$ cat config.mk
export PLATFORM = sky130hd
export DESIGN_NAME = cbbd_core
export DESIGN_NICKNAME = d
export VERILOG_FILES = /design/src/rtl/cbbd_pkg.sv /design/src/rtl/cbbd_core.sv
export VERILOG_INCLUDE_DIRS = /design/src /design/src/rtl
export SDC_FILE = /design/constraint.sdc
export NUM_CORES = 1
export LEC_CHECK = 0
export BUFFER_PORTS_ARGS = -buffer_cell sky130_fd_sc_hd__buf_2
export CORE_MARGIN = 5
export CORE_UTILIZATION = 30
export DETAILED_ROUTE_END_ITERATION = 10
export PLACE_DENSITY_LB_ADDON = 0.12
export SLEW_MARGIN = 20
export SYNTH_ARGS = -nofsm -noshare
export SYNTH_HDL_FRONTEND = slang
export SYNTH_SLANG_ARGS = --single-unit
$ cat constraint.sdc
create_clock -name CLK -period 5.01 [get_ports CLK]
set_input_delay 0.7515 -clock CLK [delete_from_list [all_inputs] [get_ports CLK]]
set_output_delay 0.7515 -clock CLK [all_outputs]
set_load 0.01 [all_outputs]
$ cat src/rtl/cbbd_defines.svh
`ifndef CBBD_DEFINES_SVH
`define CBBD_DEFINES_SVH
// ==========================================================================
// Register offsets and fields
`define CBBD_REG_CTRL     8'h00
`define CBBD_REG_PC       8'h04
`define CBBD_REG_CORE     8'h08
`define CBBD_REG_STAT     8'h0C
`define CBBD_CTRL_RUN     0
`define CBBD_CORE_X_LSB   8
`define CBBD_CORE_CCR_LSB 16
`define CBBD_STAT_STOP    0
`define CBBD_STAT_WAIT    1
`define CBBD_STAT_ILL     2
`define CBBD_STAT_TAKEN   3
`define CBBD_STAT_CYC_LSB 4
`define CBBD_STAT_ST_LSB  8
// ==========================================================================
// Reset values and the direct-page upper address byte
`define CBBD_PC_RST       16'h0100
`define CBBD_CCR_RST      5'h08
`define CBBD_DIR_PAGE     8'h00
// ==========================================================================
// Documented cycle counts
`define CBBD_CYC_LIT      4'h2
`define CBBD_CYC_DIR      4'h3
`define CBBD_CYC_FULL     4'h4
`define CBBD_CYC_IXW      4'h5
`define CBBD_CYC_IXB      4'h4
`define CBBD_CYC_IXN      4'h3
`define CBBD_CYC_RMW_DIR  4'h5
`define CBBD_CYC_RMW_INH  4'h3
`define CBBD_CYC_RMW_IXB  4'h6
`define CBBD_CYC_RMW_IXN  4'h5
`define CBBD_CYC_BIT      4'h5
`define CBBD_CYC_REL      4'h3
`define CBBD_CYC_CTRL     4'h2
`endif

$ cat src/rtl/cbbd_pkg.sv
package cbbd_pkg;
  typedef enum logic [3:0] {
    K_ILLEGAL = 4'b0000, K_ADD_CARRY = 4'b0001, K_ADD_PLAIN = 4'b0010, K_AND_MEM = 4'b0011,
    K_SHIFT_LEFT_ARITH = 4'b0100, K_SHIFT_RIGHT_ARITH = 4'b0101, K_COND_BRANCH = 4'b0110,
    K_BRANCH_BIT = 4'b0111, K_MEMORY_BIT = 4'b1000, K_STOP = 4'b1001, K_WAIT = 4'b1010
  } cbbd_kind_t;
  typedef enum logic [3:0] {
    M_LITERAL_OPERAND = 4'b0000, M_DIRECT = 4'b0001, M_FULL_ADDRESS = 4'b0010,
    M_INDEXED_WORD = 4'b0011, M_INDEXED_BYTE = 4'b0100, M_INDEXED_NONE = 4'b0101,
    M_IMPLIED_A = 4'b0110, M_IMPLIED_X = 4'b0111, M_RELATIVE = 4'b1000
  } cbbd_mode_t;
  typedef enum logic [3:0] {
    ST_IDLE = 4'b0000, ST_FETCH = 4'b0001, ST_OPR1 = 4'b0010, ST_OPR2 = 4'b0011, ST_READ = 4'b0100,
    ST_EXEC = 4'b0101, ST_WRITE = 4'b0110, ST_STOP = 4'b0111, ST_WAIT = 4'b1000
  } cbbd_state_t;
  typedef struct packed {
    cbbd_kind_t kind;
    cbbd_mode_t mode;
    logic [2:0] bit_sel;
    logic       bit_pol;
    logic [3:0] cycles;
  } cbbd_dec_t;
  typedef struct packed {
    logic h;
    logic i;
    logic n;
    logic z;
    logic c;
  } cbbd_ccr_t;
  typedef struct packed {
    logic [7:0] res;
    cbbd_ccr_t  f;
  } cbbd_alu_t;
  typedef struct packed {
    logic        req;
    logic        we;
    logic [15:0] addr;
    logic [7:0]  wdata;
  } cbbd_mem_t;
endpackage

$ cat src/rtl/cbbd_core.sv
// The address map and the APB interface to the registers were chosen for this implementation.
`include "cbbd_defines.svh"
// Overview of operation
// - False branch test leaves the program counter at the next instruction.
// - Bit-test branches are three bytes: opcode, page-zero address, displacement.
// - Bit number and set/clear polarity come from the opcode byte.
// - Taken bit-test branch goes to next address plus signed displacement.
// - Bit-test branches always copy the tested bit into carry.
// - Any single bit of the lowest 256 bytes can be set or cleared.
// - Add with carry: opcodes A9..F9, six modes, updates H N Z C.
// - Plain add: opcodes AB..FB, six modes, updates H N Z C.
// - Logical AND: opcodes A4..F4, six modes, updates only N and Z.
// - Left shift: opcodes 38..78, five forms, documented cycle counts.
// - Right shift: opcodes 37..77, five forms, updates N Z C.
// - Opcode 24 branches when carry clear, flags untouched.
// - Opcode 25 branches when carry set, flags untouched.
// - Opcode 27 branches when zero flag set.
// - Opcodes 28 and 29 branch on half-carry clear or set.
// - Stop halts the oscillator and unmasks the interrupt pin for wake-up.
// - Wait halts the CPU clock with interrupts unmasked.
// - Direct operands use zero as the upper address byte.
// - Single-bit set and clear exist only in direct form.
module cbbd_core #(
  parameter logic [15:0] RESET_PC = `CBBD_PC_RST,
  parameter int          APB_AW   = 8
) (
  input  wire logic                CLK,
  input  wire logic                RST_N,
  input  wire logic                PSEL,
  input  wire logic                PENABLE,
  input  wire logic                PWRITE,
  input  wire logic [APB_AW-1:0]   PADDR,
  input  wire logic [31:0]         PWDATA,
  output logic      [31:0]         PRDATA,
  output logic                     PREADY,
  output logic                     PSLVERR,
  output cbbd_pkg::cbbd_mem_t      MEM_OUT,
  input  wire logic [7:0]          MEM_RDATA,
  input  wire logic                MEM_ACK,
  input  wire logic                IRQ_N,
  output logic                     OSC_RUN,
  output logic                     CPU_CLK_RUN
);
  import cbbd_pkg::*;

  if (APB_AW < 8 || APB_AW > 32) begin : g_bad_aw
    $error("APB_AW must lie between 8 and 32");
  end

  // ========================================================================
  // Helpers
  function automatic cbbd_dec_t decode(input logic [7:0] op);
    cbbd_dec_t d;
    d = '{kind: K_ILLEGAL, mode: M_DIRECT, bit_sel: op[3:1], bit_pol: ~op[0], cycles: `CBBD_CYC_CTRL};
    case (op[7:4])
      4'hA: begin d.mode = M_LITERAL_OPERAND; d.cycles = `CBBD_CYC_LIT; end
      4'hB: begin d.mode = M_DIRECT; d.cycles = `CBBD_CYC_DIR; end
      4'hC: begin d.mode = M_FULL_ADDRESS; d.cycles = `CBBD_CYC_FULL; end
      4'hD: begin d.mode = M_INDEXED_WORD; d.cycles = `CBBD_CYC_IXW; end
      4'hE: begin d.mode = M_INDEXED_BYTE; d.cycles = `CBBD_CYC_IXB; end
      4'hF: begin d.mode = M_INDEXED_NONE; d.cycles = `CBBD_CYC_IXN; end
      4'h3: begin d.mode = M_DIRECT; d.cycles = `CBBD_CYC_RMW_DIR; end
      4'h4: begin d.mode = M_IMPLIED_A; d.cycles = `CBBD_CYC_RMW_INH; end
      4'h5: begin d.mode = M_IMPLIED_X; d.cycles = `CBBD_CYC_RMW_INH; end
      4'h6: begin d.mode = M_INDEXED_BYTE; d.cycles = `CBBD_CYC_RMW_IXB; end
      4'h7: begin d.mode = M_INDEXED_NONE; d.cycles = `CBBD_CYC_RMW_IXN; end
      4'h2: begin d.mode = M_RELATIVE; d.cycles = `CBBD_CYC_REL; end
      default: begin d.mode = M_DIRECT; d.cycles = `CBBD_CYC_BIT; end
    endcase
    if (op[7:4] >= 4'hA) begin
      case (op[3:0])
        4'h9: d.kind = K_ADD_CARRY;
        4'hB: d.kind = K_ADD_PLAIN;
        4'h4: d.kind = K_AND_MEM;
        default: d.kind = K_ILLEGAL;
      endcase
    end else if (op[7:4] >= 4'h3 && op[7:4] <= 4'h7) begin
      if (op[3:0] == 4'h8) d.kind = K_SHIFT_LEFT_ARITH;
      else if (op[3:0] == 4'h7) d.kind = K_SHIFT_RIGHT_ARITH;
    end else if (op[7:4] == 4'h0) begin
      d.kind = K_BRANCH_BIT;
    end else if (op[7:4] == 4'h1) begin
      d.kind = K_MEMORY_BIT;
    end else if (op[7:4] == 4'h2) begin
      if (op[3:0] inside {4'h4, 4'h5, 4'h7, 4'h8, 4'h9}) d.kind = K_COND_BRANCH;
    end else if (op == 8'h8E) begin
      d.kind = K_STOP;
      d.mode = M_IMPLIED_A;
    end else if (op == 8'h8F) begin
      d.kind = K_WAIT;
      d.mode = M_IMPLIED_A;
    end
    return d;
  endfunction

  function automatic logic cond_true(input logic [3:0] lo, input cbbd_ccr_t f);
    case (lo)
      4'h4: return ~f.c;
      4'h5: return f.c;
      4'h7: return f.z;
      4'h8: return ~f.h;
      4'h9: return f.h;
      default: return 1'b0;
    endcase
  endfunction

  function automatic cbbd_alu_t alu(input cbbd_kind_t k, input logic [7:0] a, input logic [7:0] m,
                                    input cbbd_ccr_t f_in);
    cbbd_alu_t o;
    logic [8:0] s;
    o.f = f_in;
    o.res = a;
    s = {1'b0, a} + {1'b0, m} + {8'h00, (k == K_ADD_CARRY) & f_in.c};
    case (k)
      K_ADD_CARRY, K_ADD_PLAIN: begin
        o.res = s[7:0];
        o.f.c = s[8];
        o.f.h = (a[3] & m[3]) | (m[3] & ~s[3]) | (~s[3] & a[3]);
      end
      K_AND_MEM:           o.res = a & m;
      K_SHIFT_LEFT_ARITH:  begin o.res = {m[6:0], 1'b0}; o.f.c = m[7]; end
      K_SHIFT_RIGHT_ARITH: begin o.res = {m[7], m[7:1]}; o.f.c = m[0]; end
      default: ;
    endcase
    o.f.n = o.res[7];
    o.f.z = (o.res == 8'h00);
    return o;
  endfunction

  function automatic logic [15:0] sext(input logic [7:0] r);
    return {{8{r[7]}}, r};
  endfunction

  // ========================================================================
  // State
  cbbd_state_t state_q;
  cbbd_dec_t   dec_q, dec_now;
  cbbd_ccr_t   ccr_q;
  cbbd_mem_t   mem_q;
  cbbd_alu_t   alu_o;
  logic [7:0]  op_q, b1_q, m_q, a_q, x_q, alu_src, bit_val;
  logic [15:0] pc_q, ea_q, pc_start_q, bus_addr;
  logic [3:0]  cyc_q;
  logic        run_q, ill_q, taken_q, irq_s1_q, irq_s2_q, irq_s3_q, irq_lvl_q;
  logic        take, bus_state, issue, bit_m, ill_set, apb_wr, apb_hi_ok;
  logic [7:0]  apb_off;

  assign dec_now   = decode(MEM_RDATA);
  assign take      = mem_q.req & MEM_ACK;
  assign bus_state = state_q inside {ST_FETCH, ST_OPR1, ST_OPR2, ST_READ, ST_WRITE};
  assign issue     = bus_state & ~mem_q.req & ~(state_q == ST_FETCH & ~run_q);
  assign bus_addr  = (state_q inside {ST_READ, ST_WRITE}) ? ea_q : pc_q;
  assign alu_src   = (dec_q.mode == M_IMPLIED_A) ? a_q : (dec_q.mode == M_IMPLIED_X) ? x_q : m_q;
  assign alu_o     = alu(dec_q.kind, a_q, alu_src, ccr_q);
  assign bit_m     = m_q[dec_q.bit_sel];
  assign bit_val   = dec_q.bit_pol ? (m_q | (8'h01 << dec_q.bit_sel))
                                   : (m_q & ~(8'h01 << dec_q.bit_sel));
  assign ill_set   = state_q == ST_FETCH & take & dec_now.kind == K_ILLEGAL;
  assign apb_off   = PADDR[7:0];
  assign apb_hi_ok = (PADDR >> 8) == '0;
  assign apb_wr    = PSEL & PENABLE & PWRITE & apb_hi_ok;
  assign MEM_OUT   = mem_q;
  assign PREADY    = 1'b1;
  assign OSC_RUN     = state_q != ST_STOP;
  assign CPU_CLK_RUN = ~(state_q inside {ST_STOP, ST_WAIT});

  // ========================================================================
  // Interrupt pin synchroniser
  always_ff @(posedge CLK or negedge RST_N) begin
    if (!RST_N) begin
      irq_s1_q  <= 1'b1;
      irq_s2_q  <= 1'b1;
      irq_s3_q  <= 1'b1;
      irq_lvl_q <= 1'b1;
    end else begin
      irq_s1_q <= IRQ_N;
      irq_s2_q <= irq_s1_q;
      irq_s3_q <= irq_s2_q;
      if (irq_s2_q == irq_s3_q) irq_lvl_q <= irq_s3_q;
    end
  end

  // ========================================================================
  // Control and sticky status
  always_ff @(posedge CLK or negedge RST_N) begin
    if (!RST_N) run_q <= 1'b0;
    else if (apb_wr && apb_off == `CBBD_REG_CTRL) run_q <= PWDATA[`CBBD_CTRL_RUN];
  end

  always_ff @(posedge CLK or negedge RST_N) begin
    if (!RST_N) ill_q <= 1'b0;
    else if (ill_set) ill_q <= 1'b1;
    else if (apb_wr && apb_off == `CBBD_REG_STAT && PWDATA[`CBBD_STAT_ILL]) ill_q <= 1'b0;
  end

  // ========================================================================
  // APB read data, sampled in the setup phase
  always_ff @(posedge CLK or negedge RST_N) begin
    if (!RST_N) begin
      PRDATA  <= 32'h0000_0000;
      PSLVERR <= 1'b0;
    end else if (PSEL && !PENABLE) begin
      PSLVERR <= 1'b0;
      PRDATA  <= 32'h0000_0000;
      if (!apb_hi_ok) PSLVERR <= 1'b1;
      else case (apb_off)
        `CBBD_REG_CTRL: PRDATA[`CBBD_CTRL_RUN] <= run_q;
        `CBBD_REG_PC:   PRDATA[15:0] <= pc_q;
        `CBBD_REG_CORE: PRDATA[20:0] <= {ccr_q, x_q, a_q};
        `CBBD_REG_STAT: PRDATA[11:0] <= {state_q, cyc_q, taken_q, ill_q, state_q == ST_WAIT, state_q == ST_STOP};
        default:        PSLVERR <= 1'b1;
      endcase
    end
  end

  // ========================================================================
  // Sequencer and memory bus
  always_ff @(posedge CLK or negedge RST_N) begin
    if (!RST_N) begin
      state_q <= ST_IDLE;
      mem_q   <= '0;
      dec_q   <= '0;
      ccr_q   <= `CBBD_CCR_RST;
      pc_q    <= RESET_PC;
      pc_start_q <= RESET_PC;
      ea_q    <= 16'h0000;
      op_q    <= 8'h00;
      b1_q    <= 8'h00;
      m_q     <= 8'h00;
      a_q     <= 8'h00;
      x_q     <= 8'h00;
      cyc_q   <= 4'h0;
      taken_q <= 1'b0;
    end else if (issue) begin
      mem_q.req  <= 1'b1;
      mem_q.we   <= state_q == ST_WRITE;
      mem_q.addr <= bus_addr;
      if (state_q == ST_FETCH) pc_start_q <= pc_q;
    end else begin
      if (take) mem_q.req <= 1'b0;
      unique case (state_q)
        ST_IDLE: begin
          if (apb_wr && apb_off == `CBBD_REG_PC) pc_q <= PWDATA[15:0];
          if (apb_wr && apb_off == `CBBD_REG_CORE) {ccr_q, x_q, a_q} <= PWDATA[20:0];
          if (run_q) state_q <= ST_FETCH;
        end
        ST_FETCH: begin
          if (!run_q && !mem_q.req) state_q <= ST_IDLE;
          else if (take) begin
            op_q  <= MEM_RDATA;
            dec_q <= dec_now;
            cyc_q <= dec_now.cycles;
            pc_q  <= pc_q + 16'h0001;
            if (dec_now.kind == K_ILLEGAL) state_q <= ST_FETCH;
            else if (dec_now.mode inside {M_IMPLIED_A, M_IMPLIED_X}) state_q <= ST_EXEC;
            else if (dec_now.mode == M_INDEXED_NONE) begin
              ea_q    <= {`CBBD_DIR_PAGE, x_q};
              state_q <= ST_READ;
            end else state_q <= ST_OPR1;
          end
        end
        ST_OPR1: if (take) begin
          b1_q <= MEM_RDATA;
          pc_q <= pc_q + 16'h0001;
          unique case (dec_q.mode)
            M_LITERAL_OPERAND: begin m_q <= MEM_RDATA; state_q <= ST_EXEC; end
            M_RELATIVE: state_q <= ST_EXEC;
            M_DIRECT: begin ea_q <= {`CBBD_DIR_PAGE, MEM_RDATA}; state_q <= ST_READ; end
            M_INDEXED_BYTE: begin
              ea_q    <= {7'h00, {1'b0, MEM_RDATA} + {1'b0, x_q}};
              state_q <= ST_READ;
            end
            default: state_q <= ST_OPR2;
          endcase
        end
        ST_OPR2: if (take) begin
          pc_q <= pc_q + 16'h0001;
          if (dec_q.kind == K_BRANCH_BIT) begin
            b1_q    <= MEM_RDATA;
            state_q <= ST_EXEC;
          end else begin
            ea_q    <= {b1_q, MEM_RDATA} + ((dec_q.mode == M_INDEXED_WORD) ? {8'h00, x_q} : 16'h0000);
            state_q <= ST_READ;
          end
        end
        ST_READ: if (take) begin
          m_q     <= MEM_RDATA;
          state_q <= (dec_q.kind == K_BRANCH_BIT) ? ST_OPR2 : ST_EXEC;
        end
        ST_EXEC: begin
          state_q <= ST_FETCH;
          taken_q <= 1'b0;
          case (dec_q.kind)
            K_ADD_CARRY, K_ADD_PLAIN, K_AND_MEM: begin
              a_q   <= alu_o.res;
              ccr_q <= alu_o.f;
            end
            K_SHIFT_LEFT_ARITH, K_SHIFT_RIGHT_ARITH: begin
              ccr_q <= alu_o.f;
              if (dec_q.mode == M_IMPLIED_A) a_q <= alu_o.res;
              else if (dec_q.mode == M_IMPLIED_X) x_q <= alu_o.res;
              else begin
                mem_q.wdata <= alu_o.res;
                state_q     <= ST_WRITE;
              end
            end
            K_MEMORY_BIT: begin
              mem_q.wdata <= bit_val;
              state_q     <= ST_WRITE;
            end
            K_COND_BRANCH: if (cond_true(op_q[3:0], ccr_q)) begin
              taken_q <= 1'b1;
              pc_q    <= pc_q + sext(b1_q);
            end
            K_BRANCH_BIT: begin
              ccr_q.c <= bit_m;
              if (bit_m == dec_q.bit_pol) begin
                taken_q <= 1'b1;
                pc_q    <= pc_q + sext(b1_q);
              end
            end
            K_STOP: begin ccr_q.i <= 1'b0; state_q <= ST_STOP; end
            K_WAIT: begin ccr_q.i <= 1'b0; state_q <= ST_WAIT; end
            default: ;
          endcase
        end
        ST_WRITE: if (take) state_q <= ST_FETCH;
        ST_STOP, ST_WAIT: if (!irq_lvl_q) state_q <= ST_FETCH;
      endcase
    end
  end

  logic exec;
  assign exec = state_q == ST_EXEC;
endmodule

== Word-level counts from Yosys, hierarchy flattened ==
Memory sizes are Yosys's and may differ from the RTL's.
Index checks and enable logic that the tools add are counted.
W data, S select, Z words.
Cells by class
  add/sub/neg operators: 6
  $lt $le $gt $ge: 4
  equality and inequality tests: 81
  shift-type cells: 1
  multiplexer cells: 102
  bitwise gates (word level): 28
  reduce and logical (&&, ||, !) cells: 54
Operators by type and width (count)
  $mux W16: 14
  $mux W8: 19
  $pmux W8 S2: 6
  $eq A4 B3 Y1 const B: 20
  $mux W4: 19
  $pmux W16 S2: 2
  $pmux W16 S4: 1
  $pmux W16 S3: 1
  $eq A4 B4 Y1 const B: 10
  $ne A2 B2 Y1 const B: 18
  $pmux W11 S3: 1
  $pmux W4 S8: 1
  $pmux W8 S4: 1
  $reduce_and A5 Y1: 6
  $eq A4 B2 Y1 const B: 6
  $mux W3: 8
  $add A8 B8 Y9: 2
  $reduce_bool A2 Y1: 9
  $add A16 B1 Y16 const B: 1
  $add A16 B16 Y16: 1
  $add A16 B8 Y16: 1
  $and A8 B8 Y8: 2
  $eq A4 B1 Y1 const B: 4
  $eq A8 B4 Y1 const B: 2
  other kinds (50): 121
Storage, ports and cells
  flip-flop bits (word level): 148
  bits in read-only memories: 112
  input port bits: 55
  output and inout port bits: 62
  memories kept: 1
Memory list
  (name not given): depth 16, bits a word 7, rd ports 1, clocked after Yosys merged registers in 0, wr ports 0, RTL line cbbd_core.sv:55  | case (op[7:4])

== Depth between registers and ports, before layout ==
Gate-level depths: netlist of the first run.
  word-level depth: 15
  gate-level depth with buffers: 17
  mapped depth without buffers: 14

== Worst setup path before layout of the first run ==
No wires, ideal clock.
  kind: register to register
  start point: reg state_q[0]
  end point: reg pc_q[15]
  arrival: 3449 ps
  data required time: 4891 ps
  slack: 1442 ps
  stages on the path, launching flop included: 15
  period minus slack after synthesis: 3568 ps
  cell sequence: dfrtp_1 -> buf_2 -> nor2b_1 -> and3_1 -> clkbuf_1 -> clkbuf_1 -> and2_1 -> ha_1 -> a2111o_1 -> o21ai_0 -> a21oi_1 -> o211a_1 -> or4_1 -> a21oi_1 -> nor2_1
On the way
  word-level cells in the longest chain between the ends: 6
  elaborated cells between the ends (all ways): 22
RTL lines
  start: declaration: RTL line cbbd_core.sv:136  | cbbd_state_t state_q;
  start signal: assignment: RTL line cbbd_core.sv:288  | state_q <= (dec_q.kind == K_BRANCH_BIT) ? ST_OPR2 : ST_EXEC;
  $eq A4 B1 Y1, or another cell as far along: RTL line cbbd_core.sv:150, cbbd_core.sv:151, cbbd_core.sv:241
  $reduce_bool A5 Y1 or $and A1 B1 Y1 (tied branches): RTL line cbbd_core.sv:150, cbbd_core.sv:151
  $and A1 B1 Y1 or $not A1 Y1 (tied branches): RTL line cbbd_core.sv:151  | assign issue = bus_state & ~mem_q.req & ~(state_q == ST_FETCH & ~run_q);
  $and A1 B1 Y1: RTL line cbbd_core.sv:151
  $not A1 Y1 (no source line)
  $reduce_and A7 Y1 (no source line)
  end signal: assignment: RTL line cbbd_core.sv:243  | if (apb_wr && apb_off == `CBBD_REG_PC) pc_q <= PWDATA[15:0];
  end signal: assignment: RTL line cbbd_core.sv:253  | pc_q <= pc_q + 16'h0001;
  end signal: assignment: RTL line cbbd_core.sv:264  | pc_q <= pc_q + 16'h0001;
  end: declaration: RTL line cbbd_core.sv:142  | logic [15:0] pc_q, ea_q, pc_start_q, bus_addr;
Parallel ways exist; a longest one is shown, timed or not.
A chain may end at the register's enable or synchronous reset.

== Worst setup path after layout of the first run ==
  start point: reg dec_q[11] (netlist name)
  end point: reg a_q[6]
On the way
  word-level cells in the longest chain between the ends: 9
  elaborated cells between the ends (all ways): 13
RTL lines
  start: declaration: RTL line cbbd_core.sv:137  | cbbd_dec_t dec_q, dec_now;
  start signal: assignment: RTL line cbbd_core.sv:251  | dec_q <= dec_now;
  $eq A4 B3 Y1: RTL line cbbd_core.sv:153  | assign alu_src = (dec_q.mode == M_IMPLIED_A) ? a_q : (dec_q.mode == M_IMPLIED_X) ? x_q : m_q;
  $mux W8 (2 in a row): RTL line cbbd_core.sv:153
  $add A8 B8 Y9: RTL line cbbd_core.sv:113  | s = {1'b0, a} + {1'b0, m} + {8'h00, (k == K_ADD_CARRY) & f_in.c};
  $add A9 B1 Y9: RTL line cbbd_core.sv:113
  $pmux W8 S4: RTL line cbbd_core.sv:114  | case (k)
  $mux W8: RTL line cbbd_core.sv:300  | if (dec_q.mode == M_IMPLIED_A) a_q <= alu_o.res;
  $pmux W8 S2: RTL line cbbd_core.sv:293  | case (dec_q.kind)
  $pmux W8 S2: RTL line cbbd_core.sv:241  | unique case (state_q)
  end signal: assignment: RTL line cbbd_core.sv:244  | if (apb_wr && apb_off == `CBBD_REG_CORE) {ccr_q, x_q, a_q} <= PWDATA[20:0];
  end signal: assignment: RTL line cbbd_core.sv:295  | a_q <= alu_o.res;
  end signal: assignment: RTL line cbbd_core.sv:300
  end: declaration: RTL line cbbd_core.sv:141  | logic [7:0] op_q, b1_q, m_q, a_q, x_q, alu_src, bit_val;
Parallel ways exist; a longest one is shown, timed or not. The select of a mux whose other input is x is not followed.

==> impl_metrics.json, run 1 <==
{
  "grt_pass1_wl_mm": 54.9,
  "cellPowerDensity_mw_per_mm2": 665,
  "cp_max_fo": 11,
  "synth-xor-area-share_pct": 3.30,
  "worstPathBufferInverterCount": 1,
  "cts_buffers": 17,
  "setup_violations": 0,
  "whs_ns": 0.360,
  "nNetsFinal": 1333,
  "h-tree-depth": 4,
  "io_buffers": 93,
  "cp-end-kind": "register",
  "drtPass1Iterations": 5,
  "combPwrFrac_pct": 52.0,
  "worstHoldStart": "irq_s1_q",
  "path_clk_slew_ns": 0.06,
  "post_cts_buffers": 0,
  "status": "completed",
  "path_delay_family": "compound AO/OA/AOI/OAI gates",
  "drive_above_1_share_pct": 16.5,
  "cts_resized": 0,
  "place_congestion": 0.900,
  "routed_wl_mm": 35.4,
  "finalHoldViolations": 0,
  "ys_seq_area_share_pct": 35.8,
  "synth-warning-count": 0,
  "max_stage_delay_ns": 0.70,
  "tns_ns": 0,
  "rsz0062_at_grt": "false",
  "syn_inst": 1175,
  "multi_input_area_mm2": 0.00601,
  "grt_pass1_vias": 8804,
  "synth-edff-count": 0,
  "dpl.hpwl_mm": 26.8,
  "power_switching_mw": 3.59,
  "coreArea_mm2": 0.0334,
  "worstSetupStartpoint": "dec_q[11]",
  "post_drt_wl_per_cell_um": 20.9,
  "swShare_pct": 46.6,
  "synth_ff_type": "dfrtp_1",
  "clk_path_buf_depth": 2,
  "grt_usage_pct": 18.7,
  "clock-root-buffer": "clkbuf_16",
  "seqPwrFrac_pct": 29.3,
  "fin_crit_sh_pct": 83.8,
  "slowest_stage": "o31ai_1",
  "cp_cell_sequence": "nand3b_1 -> o21ai_0 -> fa_1 -> inv_1 -> fa_1 -> nor2b_1 -> o21ai_0 -> a21oi_1 -> nor3_1 -> o31ai_1 -> nor2_1 -> o31ai_1",
  "synthMuxAreaShare_pct": 8.78,
  "fp-row-count": 67,
  "r2r-start": "dec_q[11]",
  "max-vdd-ir-drop_uv": 292,
  "cp_data_arrival_time_ns": 4.53,
  "synth_top_family_by_area": "compound AO/OA/AOI/OAI gates",
  "p_int_mw": 4.11,
  "finClkSkew_ns": 0.0108,
  "die_area_mm2": 0.0374,
  "fp.dieW_um": 193,
  "clock_latency_ns": 0.43,
  "synth_compound_area_share_pct": 22.1,
  "max_cap_violations": 0,
  "drt-vias-per-instance": 5.22,
  "cp-start-kind": "register",
  "async_flop_share_pct": 100,
  "vias": 8845,
  "synthAdderAreaFrac_pct": 6.22,
  "tightest_slew_ns": 1.09,
  "io-pin-count": 117,
  "min_period_ns": 4.20,
  "grt_max_degree": 81,
  "overflow": 0,
  "cp.required_ns": 5.34,
  "fill_cells": 3550,
  "synth_top_area_share_pct": 34.2,
  "n_antenna_cell": 0,
  "final_max_slew_viol_count": 0,
  "fin_ws_ns": 0.813,
  "ctsHoldBuffers": 0,
  "ys_types": 81,
  "syn_area_per_cell_um2": 8.59,
  "numClockSinks": 144,
  "fp.dieH_um": 193,
  "dp_slack_ns": 0.855,
  "max_slew_margin_pct": 27.7,
  "grt_antenna_before_repair": 0,
  "drt-initial-drc-count": 602,
  "hp-class": "register to register",
  "synthSimpleGateAreaFrac_pct": 18.6,
  "cts_tree": "done",
  "register_area_mm2": 0.00361,
  "post-route-drc-count": 0,
  "synth_area_leaders": "dfrtp_1, o21ai_0, nand2_1, ha_1, mux2i_1",
  "synth_largest_area_cell": "dfrtp_1",
  "synth-seq-cells": 144,
  "p_leak_nw": 5.12,
  "clockPowerShare_pct": 18.7,
  "syn_to_final_growth_pct": 14.7,
  "ant_nets": 0,
  "start_util_pct": 30.2,
  "crit_type": "register to register",
  "fmax_mhz": 238,
  "netlist_area_mm2": 0.0101
}
## flip-flops by register name (all words and copies together), names as in the netlist, 3 cells and up
signal   count
b1_q         8
a_q          8
pc_q        16
ccr_q        4
state_q      4
MEM_OUT     26
PRDATA      21
dec_q       12
m_q          8
x_q          8
cyc_q        3
ea_q        16
## Yosys cell counts (4+ instances only)
cell	instances
a211oi_1	18
a21o_1	13
a21oi_1	82
a221oi_1	7
a22o_1	6
a22oi_1	11
a31oi_1	16
and2_1	24
and3_1	13
buf_2	20
buf_4	14
clkbuf_1	48
dfrtp_1	138
dfstp_2	6
fa_1	6
ha_1	39
inv_1	31
mux2_2	34
mux2i_1	42
nand2_1	146
nand2b_1	16
nand3_1	20
nand3b_1	6
nand4_1	7
nor2_1	99
nor2b_1	14
nor3_1	17
nor4_1	4
o211ai_1	11
o21a_1	9
o21ai_0	111
o21bai_1	4
o22ai_1	7
o2bb2ai_1	9
o31ai_1	17
or3_1	8
xnor2_1	23
xor2_1	15
## stage by stage
step	util, %	instance area [µm²]	std cells	total power [mW]
6_report	34.7	11600	1694	7.70
5_1_grt	34.7	11600	1694	8.31
4_1_cts	34.7	11600	1694	7.74
3_5_place_dp	32.7	10900	1662	6.26
3_3_place_gp	32.7	10900	1662	6.26
2_1_floorplan	-	10100	1185	4.89
## kinds of logic after synthesis
family	count (synthesis)
AOI/OAI and AO/OA	352
xor gates and xnor gates	38
adders and majority gates	47
buffers and inverters	116
DFF	144
muxes	81
other	2
and+or+nand+nor	395
## power groups by stage
stage               registers [mW]  logic (mW)  clock network (mW)
floorplan                     1.96        2.93                   0
global placement              2.27        3.98                   0
detailed placement            2.27        3.99                   0
CTS                           2.25        4.02                1.47
global route                  2.32        4.47                1.52
finish                        2.26        4.00                1.44
## worst paths after layout
kind / endpoint / slack, ns / cells past startpoint
setup / recovery: a_q[6] / 0.81 / 12
max in group asynchronous: irq_lvl_q / 3.64 / 2
hold / removal: irq_s2_q / 0.36 / 0
hold reg to reg: irq_s2_q / 0.36 / 0
min in group asynchronous: MEM_OUT[0] / 0.37 / 1
setup reg to reg: a_q[6] / 0.81 / 12
## layout make-up
cell class,count,area share [%]
clock buffers,22,4.01
clock inverters,10,1.58
well taps,448,4.84
inverters,31,1.01
multi-input cells,925,51.9
repair buffers,114,5.44
flip-flops and latches,144,31.2
## metal layers
layer | share of wire (%) | GRT usage, % | wire (µm) | up-vias
met1 | 48 | 26.1 | 17100 | 4341
met2 | 47 | 30.5 | 16600 | 162
met3 | 2.5 | 2.45 | 887 | 39
met5 | 0 | 0 | 0 | -
met4 | 2.1 | 5.11 | 752 | 0
li1 | - | - | - | 4303
## cell usage in the layout (no fill, tap or decap), types with 23 or more instances in the layout
cell	synthesis	final
a21oi_1	82	82
and2_1	24	24
buf_2	20	92
dfrtp_1	138	138
ha_1	39	39
inv_1	31	31
mux2_2	34	34
mux2i_1	42	42
nand2_1	146	146
nor2_1	99	99
o21ai_0	111	111
xnor2_1	23	23
(Power assumes the default switching activity.)
==> run 2, diff against run 1 <==
==> constraint.sdc (replaced) <==
create_clock -name CLK -period 3.71 [get_ports CLK]
set_input_delay 0.5565 -clock CLK [delete_from_list [all_inputs] [get_ports CLK]]
set_output_delay 0.5565 -clock CLK [all_outputs]
set_load 0.01 [all_outputs]
==> impl_metrics.json, run 2 (synthesized netlist as in run 1, its figures left out) <==
{
  "cts_tree": "done",
  "fin_ws_ns": 0.301,
  "crit_type": "register to register",
  "ant_nets": 0,
  "dp_slack_ns": 0.0890,
  "grt_pass1_wl_mm": 55.7,
  "power_mw": 10.6,
  "max_slew_margin_pct": 37.0,
  "cp.required_ns": 4.08,
  "setup_violations": 0,
  "coreArea_mm2": 0.0334,
  "routed_wl_mm": 36.0,
  "io-pin-count": 117,
  "numClockSinks": 144,
  "drt-initial-drc-count": 606,
  "p_int_mw": 5.71,
  "h-tree-depth": 4,
  "swShare_pct": 46.2,
  "start_util_pct": 30.2,
  "clockPowerShare_pct": 17.7,
  "fill_cells": 3568,
  "max_stage_delay_ns": 0.53,
  "seqPwrFrac_pct": 27.3,
  "cp_cell_sequence": "buf_12 -> mux2i_1 -> o21ai_0 -> ha_1 -> inv_1 -> nor2_1 -> nor2_1 -> fa_1 -> o221ai_1 -> a211oi_1 -> nand3b_1 -> nor4_1 -> a21o_1",
  "drive_above_1_share_pct": 18.4,
  "grt_pass1_vias": 8903,
  "finClkSkew_ns": 0.0100,
  "cellPowerDensity_mw_per_mm2": 901,
  "clock_latency_ns": 0.44,
  "fp.dieW_um": 193,
  "dpl.hpwl_mm": 27.8,
  "largest_register_ffs": 26,
  "post_cts_buffers": 0,
  "clk_path_buf_depth": 2,
  "cp_max_fo": 10,
  "p_leak_nw": 5.26,
  "path_delay_family": "compound AO/OA/AOI/OAI gates",
  "cp-end-kind": "register",
  "place_congestion": 0.882,
  "post_drt_wl_per_cell_um": 20.9,
  "grt_max_degree": 76,
  "nNetsFinal": 1362,
  "syn_to_final_growth_pct": 16.9,
  "critPathMostFrequentCell": "nor2_1",
  "tns_ns": 0,
  "combPwrFrac_pct": 55.0,
  "die_area_mm2": 0.0374,
  "hp-class": "input pin to asynchronous set/reset pin",
  "power_switching_mw": 4.91,
  "fin_util_pct": 35.4,
  "fin_crit_sh_pct": 91.9,
  "io_buffers": 93,
  "grt_usage_pct": 19.0,
  "tightest_slew_ns": 0.943,
  "final_common_cell": "nand2_1",
  "post-route-drc-count": 0,
  "overflow": 0,
  "grt_antenna_before_repair": 0,
  "place_area_mm2": 0.0112,
  "drt-vias-per-instance": 5.23,
  "rsz0062_at_grt": "false",
  "worstPathBufferInverterCount": 2,
  "drtPass1Iterations": 5,
  "min_period_ns": 3.41,
  "clock-root-buffer": "clkbuf_16",
  "vias": 9011,
  "max_cap_violations": 0,
  "path_clk_slew_ns": 0.07,
  "n_antenna_cell": 0,
  "fp.dieH_um": 193,
  "slowest_stage": "dfrtp_1",
  "fmax_mhz": 293,
  "final_cell_mix": "nand2_1, dfrtp_1, o21ai_0, nor2_1, buf_2",
  "cts_buffers": 17,
  "final_area_mm2": 0.0118,
  "cp-start-kind": "register",
  "final_max_slew_viol_count": 0,
  "max-vdd-ir-drop_uv": 456,
  "cp_data_arrival_time_ns": 3.78,
  "finalHoldViolations": 0,
  "status": "completed",
  "fp-row-count": 67
}
==> run 2: cell count changes in the layout (fill, tap and decap cells not counted), sizes merged <==
| cell | change |
|---|---|
| buf | +29 |
| bufinv | -1 |
| clkinv | -1 |
| clkinvlp | +2 |
==> run 2: power groups by stage <==
stage | clock network, mW | logic [mW] | registers, mW
finish | 1.88 | 5.84 | 2.90
global route | 1.98 | 6.50 | 2.98
global placement | 0 | 5.80 | 2.93
CTS | 1.93 | 5.85 | 2.90
detailed placement | 0 | 5.80 | 2.92
floorplan | 0 | 3.95 | 2.65
==> run 2: repair_timing <==
action	in CTS	in global routing
endpoints found under the setup margin	0	10
gates resized for setup	0	3
hold buffers	0	0
endpoints found under the hold margin	0	0
==> run 2: final timing paths <==
kind | startpoint | to | slack, ns | depth (start not counted)
worst min register to register | irq_s1_q | irq_s2_q | 0.36 | 0
worst max register to register | dec_q[8] | ccr_q[1] | 0.30 | 13
worst min-delay path | RST_N | MEM_OUT[3] | 0.14 | 1
min in group CLK | IRQ_N | irq_s1_q | 0.22 | 1
worst max-delay path | dec_q[8] | ccr_q[1] | 0.30 | 13
max in group asynchronous | RST_N | pc_q[8] | 2.76 | 2
==> run 2: final cells by class <==
| type | instances | area (µm²) | area share, % |
|---|---|---|---|
| Inverter | 31 | 116 | 0.987 |
| Sequential cell | 144 | 3610 | 30.6 |
| Timing Repair Buffer | 143 | 872 | 7.39 |
| Multi-Input combinational cell | 925 | 6010 | 50.9 |
| Tap cell | 448 | 561 | 4.75 |
| Clock inverter | 10 | 163 | 1.38 |
| Clock buffer | 22 | 464 | 3.94 |
==> run 2: per-stage QoR <==
stage	instances	hold slack (ns)
final	1723	0.136
after global routing	1723	0.199
after detailed placement	1691	0.352
after CTS	1723	0.172
after global placement	1691	0.346
after floorplan	1185	0.261
==> run 2: per-layer routing <==
layer	global-route usage (%)	vias to the layer above	part of all wire (%)
met5	0	-	0
met4	5.25	0	2.2
met3	2.68	43	3.3
met2	31.4	197	47
met1	26.2	4405	47
li1	-	4366	-
